<file path="config.mk">
export PLATFORM = sky130hd
export DESIGN_NAME = reset_config_latch
export DESIGN_NICKNAME = d
export VERILOG_FILES = /design/src/rtl/reset_config_pkg.sv /design/src/rtl/reset_config_latch.sv /design/src/rtl/pin_sync.sv /design/src/rtl/strap_decode.sv
export SDC_FILE = /design/constraint.sdc
export NUM_CORES = 1
export LEC_CHECK = 0
export ABC_AREA = 1
export BUFFER_PORTS_ARGS = -buffer_cell sky130_fd_sc_hd__buf_2
export CAP_MARGIN = 20
export CORE_AREA = 8 8 81 101
export CTS_CLUSTER_DIAMETER = 30
export DETAILED_ROUTE_END_ITERATION = 8
export DIE_AREA = 0 0 89 109
export PLACE_DENSITY = 0.8
export SLEW_MARGIN = 30
export SYNTH_ARGS = -nofsm -noshare
export SYNTH_HDL_FRONTEND = slang
export SYNTH_SLANG_ARGS = --single-unit
</file>
<file path="constraint.sdc">
create_clock -name clk -period 3.2 [get_ports clk]
set_input_delay 0.32 -clock clk [delete_from_list [all_inputs] [get_ports clk]]
set_output_delay 0.32 -clock clk [all_outputs]
set_load 0.02 [all_outputs]
</file>
<file path="src/rtl/reset_config_pkg.sv">
// constants for the reset strap capture block
package reset_config_pkg;
   // ==========================================
   // register map
   localparam logic [15:0] STRAP_CFG_OFFSET = 16'hf108;
   localparam logic [15:0] BUS_CFG_OFFSET = 16'hf10c;
   localparam logic [7:0] STRAP_RESET = 8'hff;
   localparam logic [15:0] BUS_CFG_RESET = 16'h0000;
   localparam logic [15:0] RDATA_IDLE = 16'h0000;
   // ==========================================
   // field positions
   localparam int WCFG_BIT = 0;
   localparam int CS_LSB = 1;
   localparam int SEG_LSB = 3;
   localparam int CLK_LSB = 5;
   localparam int BUS_TYPE_LSB = 6;
   localparam int LATCH_LEN_BIT = 9;
   localparam int BUS_ACT_BIT = 10;
   localparam int PORT_STRAP_LSB = 8;
   localparam int PORT_TYPE_LSB = 6;
   // ==========================================
   // timing
   localparam logic [1:0] SYNC_SETTLE = 2'h2;
   // ==========================================
   // decode tables
   localparam logic [4:0] CS_MASK_00 = 5'h07;
   localparam logic [4:0] CS_MASK_01 = 5'h03;
   localparam logic [4:0] CS_MASK_10 = 5'h00;
   localparam logic [4:0] CS_MASK_11 = 5'h1f;
   localparam logic [7:0] SEG_MASK_00 = 8'h0f;
   localparam logic [7:0] SEG_MASK_01 = 8'h00;
   localparam logic [7:0] SEG_MASK_10 = 8'hff;
   localparam logic [7:0] SEG_MASK_11 = 8'h03;
   // multiplier held as twice its value so that one half fits
   localparam logic [5:0] MULT2_000 = 6'h20;
   localparam logic [5:0] MULT2_001 = 6'h01;
   localparam logic [5:0] MULT2_010 = 6'h14;
   localparam logic [5:0] MULT2_011 = 6'h02;
   localparam logic [5:0] MULT2_100 = 6'h0a;
   localparam logic [5:0] MULT2_101 = 6'h10;
   localparam logic [5:0] MULT2_110 = 6'h10;
   localparam logic [5:0] MULT2_111 = 6'h08;
endpackage

</file>
<file path="src/rtl/reset_config_latch.sv">
// reset strap capture, first bus configuration and register port
//
// Chosen here: the strobed register port.
`timescale 1ns/10ps
// What this block does
// RL1: bus-type bits of first bus config load from port bits 7:6 at sequence end.
// RL2: external-access pin high during reset clears first bus config to zero.
// RL3: pin low sets bus-active and latch-lengthen bits and loads bus type.
// RL4: write-config 0 makes write pins byte strobes; 1 keeps normal roles.
// RL5: chip-select code sets active lines: 3, 2, none, or 5 (default).
// RL6: segment code sets address lines: 4, none, 8, or 2 (default).
// RL7: clock code picks multiplier: 16, half, 10, 1, 5.
// RL8: strap register is read-only; writes change nothing.
// RL9: every reset captures write-config, chip-select and segment fields.
// RL10: clock field recaptured only on long hardware reset, else kept.
// RL11: pull-ups on upper port during reset; unstrapped reads all ones.
// RL12: bus type: 8-bit demux, 8-bit mux, 16-bit demux, 16-bit mux.
// RL13: layout: bit0 write, 2:1 cs, 4:3 seg, 7:5 clock, 15:8 zero.
// RL14: clock codes 101, 110, 111 give 8, 8 and 4 times.
module reset_config_latch
   import reset_config_pkg::*;
(
   input wire logic clk,
   input wire logic rst_b,
   input wire logic rst_seq,
   input wire logic long_rst,
   input wire logic [15:0] configuration_port,
   input wire logic external_access_pin,
   input wire logic wr_strobe_b,
   input wire logic byte_high_strobe_b,
   input wire logic low_byte_write_strobe_b,
   input wire logic high_byte_write_strobe_b,
   input wire logic [15:0] addr,
   input wire logic [15:0] wdata,
   input wire logic wr_en,
   input wire logic rd_en,
   output logic [15:0] rdata,
   output logic cfg_pullup_en,
   output logic write_pin_b,
   output logic byte_high_enable_pin_b,
   output logic [4:0] chip_select_en,
   output logic [7:0] segment_line_en,
   output logic [5:0] clk_mult_x2,
   output logic bus_is_16bit,
   output logic bus_is_muxed,
   output logic [7:0] reset_strap_config,
   output logic [15:0] first_bus_config_reg
);
   // ==========================================
   // pin synchronisers
   logic [15:0] port_s;
   logic ext_access_s;
   logic [7:0] strap_pins;
   logic [1:0] bus_type_pins;

   pin_sync #(.WIDTH(16), .INIT(16'hffff)) u_port_sync (
      .clk(clk),
      .rst_b(rst_b),
      .pin(configuration_port),
      .level(port_s)
   );

   pin_sync #(.WIDTH(1), .INIT(1'h1)) u_access_sync (
      .clk(clk),
      .rst_b(rst_b),
      .pin(external_access_pin),
      .level(ext_access_s)
   );

   assign strap_pins = port_s[PORT_STRAP_LSB +: 8];
   assign bus_type_pins = port_s[PORT_TYPE_LSB +: 2];

   // ==========================================
   // reset sequence tracking
   typedef enum logic [1:0] {
      SEQ_SETTLE,
      SEQ_ACTIVE,
      SEQ_RUN
   } seq_state_type;

   seq_state_type state_q;
   seq_state_type state_d;
   logic [1:0] settle_q;
   logic por_q;
   logic seq_end;
   logic capture_long;

   // power-on waits for the synchronisers to fill before capture
   always_comb begin
      state_d = state_q;
      case (state_q)
         SEQ_SETTLE: begin
            if (rst_seq) begin
               state_d = SEQ_ACTIVE;
            end else if (settle_q == SYNC_SETTLE) begin
               state_d = SEQ_RUN;
            end
         end
         SEQ_ACTIVE: begin
            if (!rst_seq) begin
               state_d = SEQ_RUN;
            end
         end
         SEQ_RUN: begin
            if (rst_seq) begin
               state_d = SEQ_ACTIVE;
            end
         end
         default: state_d = SEQ_SETTLE;
      endcase
   end

   always_ff @(posedge clk or negedge rst_b) begin
      if (!rst_b) begin
         state_q <= SEQ_SETTLE;
      end else begin
         state_q <= state_d;
      end
   end

   always_ff @(posedge clk or negedge rst_b) begin
      if (!rst_b) begin
         settle_q <= 2'h0;
      end else if (state_q == SEQ_SETTLE && settle_q != SYNC_SETTLE) begin
         settle_q <= settle_q + 2'h1;
      end
   end

   // power-on counts as a long reset until the first capture
   always_ff @(posedge clk or negedge rst_b) begin
      if (!rst_b) begin
         por_q <= 1'h1;
      end else if (seq_end) begin
         por_q <= 1'h0;
      end
   end

   assign seq_end = (state_q != SEQ_RUN) && (state_d == SEQ_RUN);
   assign capture_long = long_rst || por_q;

   always_ff @(posedge clk or negedge rst_b) begin
      if (!rst_b) begin
         cfg_pullup_en <= 1'h1;
      end else begin
         cfg_pullup_en <= (state_d != SEQ_RUN); // [RL11]
      end
   end

   // ==========================================
   // strap register
   // clock field survives short resets
   always_ff @(posedge clk or negedge rst_b) begin
      if (!rst_b) begin
         reset_strap_config <= STRAP_RESET;
      end else if (seq_end) begin
         reset_strap_config[CLK_LSB-1:0] <= strap_pins[CLK_LSB-1:0]; // [RL9] [RL13]
         if (capture_long) begin
            reset_strap_config[7:CLK_LSB] <= strap_pins[7:CLK_LSB]; // [RL10] [RL13]
         end
      end
   end

   // ==========================================
   // first bus configuration
   always_ff @(posedge clk or negedge rst_b) begin
      if (!rst_b) begin
         first_bus_config_reg <= BUS_CFG_RESET;
      end else if (seq_end) begin
         if (ext_access_s) begin
            first_bus_config_reg <= BUS_CFG_RESET; // [RL2]
         end else begin
            first_bus_config_reg <= BUS_CFG_RESET;
            first_bus_config_reg[BUS_ACT_BIT] <= 1'h1; // [RL3]
            first_bus_config_reg[LATCH_LEN_BIT] <= 1'h1; // [RL3]
            first_bus_config_reg[BUS_TYPE_LSB +: 2] <= bus_type_pins; // [RL1] [RL3]
         end
      end else if (wr_en && addr == BUS_CFG_OFFSET) begin
         first_bus_config_reg <= wdata;
      end
   end

   // ==========================================
   // decode and registered outputs
   logic [4:0] cs_mask;
   logic [7:0] seg_mask;
   logic [5:0] mult_x2;
   logic bus16;
   logic muxed;

   strap_decode u_decode (
      .chip_select_count(reset_strap_config[CS_LSB +: 2]),
      .segment_line_count(reset_strap_config[SEG_LSB +: 2]),
      .clock_multiplier_select(reset_strap_config[CLK_LSB +: 3]),
      .bus_type_field(first_bus_config_reg[BUS_TYPE_LSB +: 2]),
      .cs_mask(cs_mask),
      .seg_mask(seg_mask),
      .mult_x2(mult_x2),
      .bus16(bus16),
      .muxed(muxed)
   );

   always_ff @(posedge clk or negedge rst_b) begin
      if (!rst_b) begin
         chip_select_en <= CS_MASK_11;
         segment_line_en <= SEG_MASK_11;
         clk_mult_x2 <= MULT2_111;
         bus_is_16bit <= 1'h0;
         bus_is_muxed <= 1'h0;
      end else begin
         chip_select_en <= cs_mask; // [RL5]
         segment_line_en <= seg_mask; // [RL6]
         clk_mult_x2 <= mult_x2; // [RL7]
         bus_is_16bit <= bus16; // [RL12]
         bus_is_muxed <= muxed; // [RL12]
      end
   end

   // write pin roles follow the write-config strap
   always_ff @(posedge clk or negedge rst_b) begin
      if (!rst_b) begin
         write_pin_b <= 1'h1;
         byte_high_enable_pin_b <= 1'h1;
      end else if (!reset_strap_config[WCFG_BIT]) begin
         write_pin_b <= low_byte_write_strobe_b; // [RL4]
         byte_high_enable_pin_b <= high_byte_write_strobe_b; // [RL4]
      end else begin
         write_pin_b <= wr_strobe_b; // [RL4]
         byte_high_enable_pin_b <= byte_high_strobe_b; // [RL4]
      end
   end

   // ==========================================
   // register read port
   // strap writes fall through: no write path exists for it
   always_ff @(posedge clk or negedge rst_b) begin
      if (!rst_b) begin
         rdata <= RDATA_IDLE;
      end else if (rd_en) begin
         case (addr)
            STRAP_CFG_OFFSET: rdata <= {8'h00, reset_strap_config}; // [RL8] [RL13]
            BUS_CFG_OFFSET: rdata <= first_bus_config_reg;
            default: rdata <= RDATA_IDLE;
         endcase
      end else begin
         rdata <= RDATA_IDLE;
      end
   end
endmodule

</file>
<file path="src/rtl/pin_sync.sv">
// two-stage synchroniser for a group of pins
`timescale 1ns/10ps
module pin_sync #(
   parameter int WIDTH = 16,
   parameter logic [WIDTH-1:0] INIT = '1
) (
   input wire logic clk,
   input wire logic rst_b,
   input wire logic [WIDTH-1:0] pin,
   output logic [WIDTH-1:0] level
);
   logic [WIDTH-1:0] meta_q;
   always_ff @(posedge clk or negedge rst_b) begin
      if (!rst_b) begin
         meta_q <= INIT;
         level <= INIT;
      end else begin
         meta_q <= pin;
         level <= meta_q;
      end
   end
endmodule

</file>
<file path="src/rtl/strap_decode.sv">
// decodes captured strap fields into line masks and clock ratio
`timescale 1ns/10ps
module strap_decode
   import reset_config_pkg::*;
(
   input wire logic [1:0] chip_select_count,
   input wire logic [1:0] segment_line_count,
   input wire logic [2:0] clock_multiplier_select,
   input wire logic [1:0] bus_type_field,
   output logic [4:0] cs_mask,
   output logic [7:0] seg_mask,
   output logic [5:0] mult_x2,
   output logic bus16,
   output logic muxed
);
   always_comb begin
      case (chip_select_count) // [RL5]
         2'h0: cs_mask = CS_MASK_00;
         2'h1: cs_mask = CS_MASK_01;
         2'h2: cs_mask = CS_MASK_10;
         default: cs_mask = CS_MASK_11;
      endcase
   end
   always_comb begin
      case (segment_line_count) // [RL6]
         2'h0: seg_mask = SEG_MASK_00;
         2'h1: seg_mask = SEG_MASK_01;
         2'h2: seg_mask = SEG_MASK_10;
         default: seg_mask = SEG_MASK_11;
      endcase
   end
   always_comb begin
      case (clock_multiplier_select) // [RL7]
         3'h0: mult_x2 = MULT2_000;
         3'h1: mult_x2 = MULT2_001;
         3'h2: mult_x2 = MULT2_010;
         3'h3: mult_x2 = MULT2_011;
         3'h4: mult_x2 = MULT2_100;
         3'h5: mult_x2 = MULT2_101; // [RL14]
         3'h6: mult_x2 = MULT2_110; // [RL14]
         default: mult_x2 = MULT2_111; // [RL14]
      endcase
   end
   // upper bit is width, lower bit is multiplexing
   always_comb begin
      bus16 = bus_type_field[1]; // [RL12]
      muxed = bus_type_field[0]; // [RL12]
   end
endmodule

</file>
# Yosys cells after proc, flatten, opt, wreduce, memory -nomap -nowiden
# Cells that the tools add are included.
[op_classes] n_eq_ne=19 n_mux=15 n_reduce_logical=11 add_sub_neg=1
[op_table] op="two-way mux 16 bit" count=3
[op_table] op="one-hot mux 6 bit (6 select lines)" count=1
[op_table] op="== test 16 bit (second input constant)" count=2
[op_table] op="one-hot mux 16 bit (2 select lines)" count=1
[op_table] op="one-hot mux 8 bit (3 select lines)" count=1
[op_table] op="one-hot mux 5 bit (3 select lines)" count=1
[op_table] op="two-way mux 11 bit" count=1
[op_table] op="== test 2 bit (second input constant)" count=5
[op_table] op="== test 3 bit (second input constant)" count=3
[op_table] op="two-way mux 2 bit" count=4
[op_table] op="== test 2 x 1 -> 1 bit (second input constant)" count=3
[op_table] op="== test 3 x 2 -> 1 bit (second input constant)" count=2
[op_table] op="logical NOT 2 bit" count=3
[op_table] op="!= test 2 bit (second input constant)" count=3
[op_table] op="one-hot mux 2 bit (3 select lines)" count=1
[op_table] op="== test 3 x 1 -> 1 bit (second input constant)" count=1
[op_table] op="logical AND 1 bit" count=3
[op_table] op="logical NOT 3 bit" count=1
[op_table] op="adder 2 x 1 -> 2 bit (second input constant)" count=1
[op_table] op="two-way mux 1 bit" count=2
[op_table] op="AND reduction 2 bit" count=1
[op_table] op="nonzero test 2 bit" count=1
[op_table] op="OR reduction 2 bit" count=1
[op_table] op="logical OR 1 bit" count=1
[totals] regBits=103 wordCells=65

# Depth between registers and ports, before layout
[depth] depth_word=7 depth_mapped=10 depth_no_buf=10

# Cells and area by module
# From an unflattened synthesis, not the netlist that was laid out.
[hier_totals] cells_unflattened=337 area_unflattened_um2=3794.9
[by_module_without_submodules] module="reset_config_latch" instances=1 area_each_um2=2716.4 cells_per_inst=271 seq_area_each_um2=1751.7
[by_module_without_submodules] module="pin_sync at u_port_sync" instances=1 area_each_um2=840.8 cells_per_inst=32 seq_area_each_um2=840.8
[by_module_without_submodules] module="strap_decode" instances=1 area_each_um2=185.2 cells_per_inst=32 seq_area_each_um2=0.0
[by_module_without_submodules] module="pin_sync at u_access_sync" instances=1 area_each_um2=52.6 cells_per_inst=2 seq_area_each_um2=52.6

# Worst setup path before layout
# OpenSTA, ideal clock, no wires.
[synth_path] kind="reg-to-reg" start="register settle_q[0]" end="register first_bus_config_reg[10]" setup_time_ps=65 n_path_buf=1 period_less_slack_ps=1258 path_slack_ps=1942 path_stages_with_launch=9 t_arrival_ps=1193 cell_sequence="dfrtp_1 > inv_1 > ha_1 > inv_1 > nand2_1 > nand2_2 > buf_2 > nand3_2 > nand2_1"
[synth_via] elab_chain_cells=7
[synth_lines] item="from (decl)" line_no="reset_config_latch.sv:83" rtl="logic [1:0] settle_q;"
[synth_lines] item="from (signal assigned)" line_no="reset_config_latch.sv:125" rtl="settle_q <= settle_q + 2'h1;"
[synth_lines] item="== test 2 bit *" line_no="reset_config_latch.sv:95" rtl="end else if (settle_q == SYNC_SETTLE) begin"
[synth_lines] item="two-way mux 2 bit *" line_no="reset_config_latch.sv:95"
[synth_lines] item="two-way mux 2 bit *" line_no="reset_config_latch.sv:93" rtl="if (rst_seq) begin"
[synth_lines] item="one-hot mux 2 bit (3 select lines) *" line_no="reset_config_latch.sv:91" rtl="case (state_q)"
[synth_lines] item="== test 2 bit *" line_no="reset_config_latch.sv:138" rtl="assign seq_end = (state_q != SEQ_RUN) && (state_d == SEQ_RUN);"
[synth_lines] item="logical AND 1 bit *" line_no="reset_config_latch.sv:138"
[synth_lines] item="two-way mux 16 bit or nonzero test 2 bit (tied branches)"
[synth_lines] item="to (signal, indexed assignment)" line_no="reset_config_latch.sv:175" rtl="first_bus_config_reg[BUS_TYPE_LSB +: 2] <= bus_type_pins;"
[synth_lines] item="to (signal assigned)" line_no="reset_config_latch.sv:178" rtl="first_bus_config_reg <= wdata;"
[synth_lines] item="to (decl)" line_no="reset_config_latch.sv:47" rtl="output logic [15:0] first_bus_config_reg"
# Mark *: on every way between the ends. The rest lies on a longest branch, timed or not.
# A chain may end at the register's enable or synchronous reset.

# Final worst setup path
[layout_path] start="register settle_q[0]" end="register reset_strap_config[7]"
[layout_via] elab_chain_cells=7
[layout_lines] item="== test 2 bit" line_no="reset_config_latch.sv:95"
[layout_lines] item="two-way mux 2 bit" line_no="reset_config_latch.sv:95"
[layout_lines] item="two-way mux 2 bit" line_no="reset_config_latch.sv:93"
[layout_lines] item="one-hot mux 2 bit (3 select lines)" line_no="reset_config_latch.sv:91"
[layout_lines] item="== test 2 bit" line_no="reset_config_latch.sv:138"
[layout_lines] item="logical AND 1 bit" line_no="reset_config_latch.sv:138"
[layout_lines] item="AND reduction 2 bit (no source line)"
[layout_lines] item="to (signal, indexed assignment)" line_no="reset_config_latch.sv:156" rtl="reset_strap_config[CLK_LSB-1:0] <= strap_pins[CLK_LSB-1:0];"
[layout_lines] item="to (signal, indexed assignment)" line_no="reset_config_latch.sv:158" rtl="reset_strap_config[7:CLK_LSB] <= strap_pins[7:CLK_LSB];"
[layout_lines] item="to (decl)" line_no="reset_config_latch.sv:46" rtl="output logic [7:0] reset_strap_config,"
# Every way passes these cells.

==> results.cfg <==
[global_routing]
grt-ovfl-total = 0
grt_pass1_vias = 2496
grt_max_degree = 85
grt_pass1_wl_mm = 11.3
antenna_found_initial = 0
grtUsageTotal = 0.154

[synthesis]
ys_ff_latch = 84
synth-edff-count = 0
synth.net_count = 367
synthArstFlopShare = 1.00
synthCells = 305
yosysSeqAreaShare = 0.653
syn_area_sq_um = 3300
ys_warn_count = 0
synthFlopType = dfrtp_1
synth_cell_type_count = 27
avgSynthCellArea_sq_um = 10.8

[power]
seq_power_share = 0.500
p_clk_frac = 0.220
swShare = 0.357
ir_worst_vdd_mv = 0.413
p_per_area_nw_per_um2 = 729
leakagePower_uw = 0.00220
p_comb_frac = 0.280
power_switching_uw = 1050
p_int_uw = 1900

[sta]
period_share = 0.611
setup_viol = 0
finalHoldViolations = 0
fin_skew_ns = 0.00924
slew-limit-headroom = 0.490
rsz0062_at_grt = no
fmax_mhz = 511
post-route-min-period_ns = 1.96
drv_slew = 0
tns_ns = 0
tightestPinTransition_ns = 0.762

[placement]
place_area_sq_um = 3880
dp_hpwl_mm = 5.47
portBuffers = 116
place_congestion = 0.808

[floorplanning]
die_y_um = 109
initial_core_util = 0.490
fp.coreArea_sq_um = 6720
ios = 123
dieArea_sq_um = 9700
die_w_um = 89
num_rows = 34

[setup_path]
reg2reg_from = settle_q[0]
startpoint = settle_q[0]
path_class = reg -> reg
slowest_delay_ns = 0.57
path_cells = inv_1, ha_1, inv_1, nand2_1, nand2_2, inv_2, o21ai_2, nor2_1, a21oi_1
end_kind = flip-flop
crit_top_cell = inv_1
reg2regPathDepth = 9
slowest_stage = nand2_2
worstPathRequired_ns = 3.47
rr_endpoint = reset_strap_config[7]
worst_setup_path_start_kind = flip-flop
critPathMaxFanout = 37
cp.arrival_ns = 2.23
crit_path_end = reset_strap_config[7]
rrSetupSlack_ns = 1.24

[final_layout]
final_common_cell = buf_2
drive_above_1_share = 0.466
multiInputGateArea_sq_um = 910
register_area_sq_um = 2150
final_cell_mix = 115 x buf_2, 79 x nand2_1, 45 x dfrtp_1
n_antenna_cell = 0
synthToLayoutAreaGrowth_pct = 22.8
fillerInstances = 598
final_cell_area_sq_um = 4050
nets = 478

[clock_tree]
postCtsSetupBuffers = 0
ctsHoldBuffers = 0
cts.sinks = 84
root_buffer = clkbuf_8
cts.clk_slew.worst_paths_ns = 0.07
htreeDepth = 3
cts_inserted_buffers = 9
cts_resized = 0
cts_tree = yes
cts_buffer_depth = 2
clock_latency_ns = 0.35

[route]
vias_per_cell = 4.74
drc = 0
drtIter0Drc = 133
drtAntennaViolNets = 0
wl_mm = 7.31
vias = 2421
wl_per_cell_um = 14.3
first_pass_iters = 4

[hold_path]
hold_path_class = in -> async

[job]
max_cap_violations = 0

[outcome]
status = finished, final reports clean
## routing by layer
layer  GRT usage  routed length, um  part of all wire
met1       0.171               2780              0.38
met2       0.261               3740              0.51
met3      0.0452                596             0.082
met4      0.0810                191             0.026
met5           0                  0                 0
## critical path: cells and delay by family, from the launching register on
kind / cells / cell delay [ns]
DFF: 1 / 0.36
buffers and inverters: 3 / 0.33
AOI/OAI and AO/OA: 2 / 0.31
adders and majority gates: 1 / 0.18
and+or+nand+nor: 3 / 0.70
## logic make-up (layout without fill, tap and decap cells)
logic type,count (synthesis),count (layout),synth area share
XOR/XNOR,1,1,0.00266
adder cells (fa/ha/maj),3,3,0.0114
buffers and inverters,48,164,0.0714
AND/OR/NAND/NOR,156,156,0.237
flip-flops,84,84,0.653
multiplexers,2,2,0.00683
AO/OA/AOI/OAI,11,11,0.0178
## worst min-delay path by stage
stage	depth (start not counted)	slack [ns]	from	end
after floorplan	0	0.02	rst_b	bus_is_16bit
after global placement	0	0.35	u_port_sync.meta_q[13]	u_port_sync.level[13]
after detailed placement	0	0.35	u_port_sync.meta_q[12]	u_port_sync.level[12]
after CTS	1	0.06	configuration_port[15]	u_port_sync.meta_q[15]
after global routing	1	0.05	configuration_port[14]	u_port_sync.meta_q[14]
final	1	0.006	rst_b	segment_line_en[3]
## stage by stage
| step | utilization | cells | hold WS [ns] | setup WS [ns] | total power (uW) |
|---|---|---|---|---|---|
| after floorplan | - | 305 | 0.0244 | 1.94 | 2070 |
| after global placement | 0.577 | 495 | 0.346 | 1.31 | 2300 |
| after detailed placement | 0.577 | 495 | 0.347 | 1.23 | 2340 |
| after CTS | 0.602 | 511 | 0.0555 | 1.21 | 2990 |
| after global routing | 0.602 | 511 | 0.0487 | 1.02 | 3120 |
| final | 0.602 | 511 | 0.00604 | 1.24 | 2950 |
## synthesized netlist by cell type (all sizes together), types with 3 or more instances
cell type  instances  share of area
nand3             17          0.045
buf               14          0.032
a21oi              5         0.0076
nor2              33          0.052
ha                 3          0.011
dfrtp             45           0.34
o21ai              6          0.010
nand4             20          0.038
dfstp             39           0.31
nand2             83          0.098
inv               32          0.037
## final cells by class
cell class,count,area share
clock buffer,14,0.0377
clock inverter,2,0.00309
inverter,32,0.0303
multi-input combinational,173,0.225
sequential,84,0.531
tap,90,0.0278
timing repair buffer,116,0.145
## power by group through the flow
stage / Combinational [uW] / Clock [uW] / Sequential (uW)
after floorplan: 403 / 0 / 1660
after global placement: 813 / 0 / 1490
after detailed placement: 839 / 0 / 1500
after CTS: 842 / 667 / 1480
after global routing: 895 / 718 / 1500
final: 826 / 649 / 1480
(Power assumes the default switching activity.)
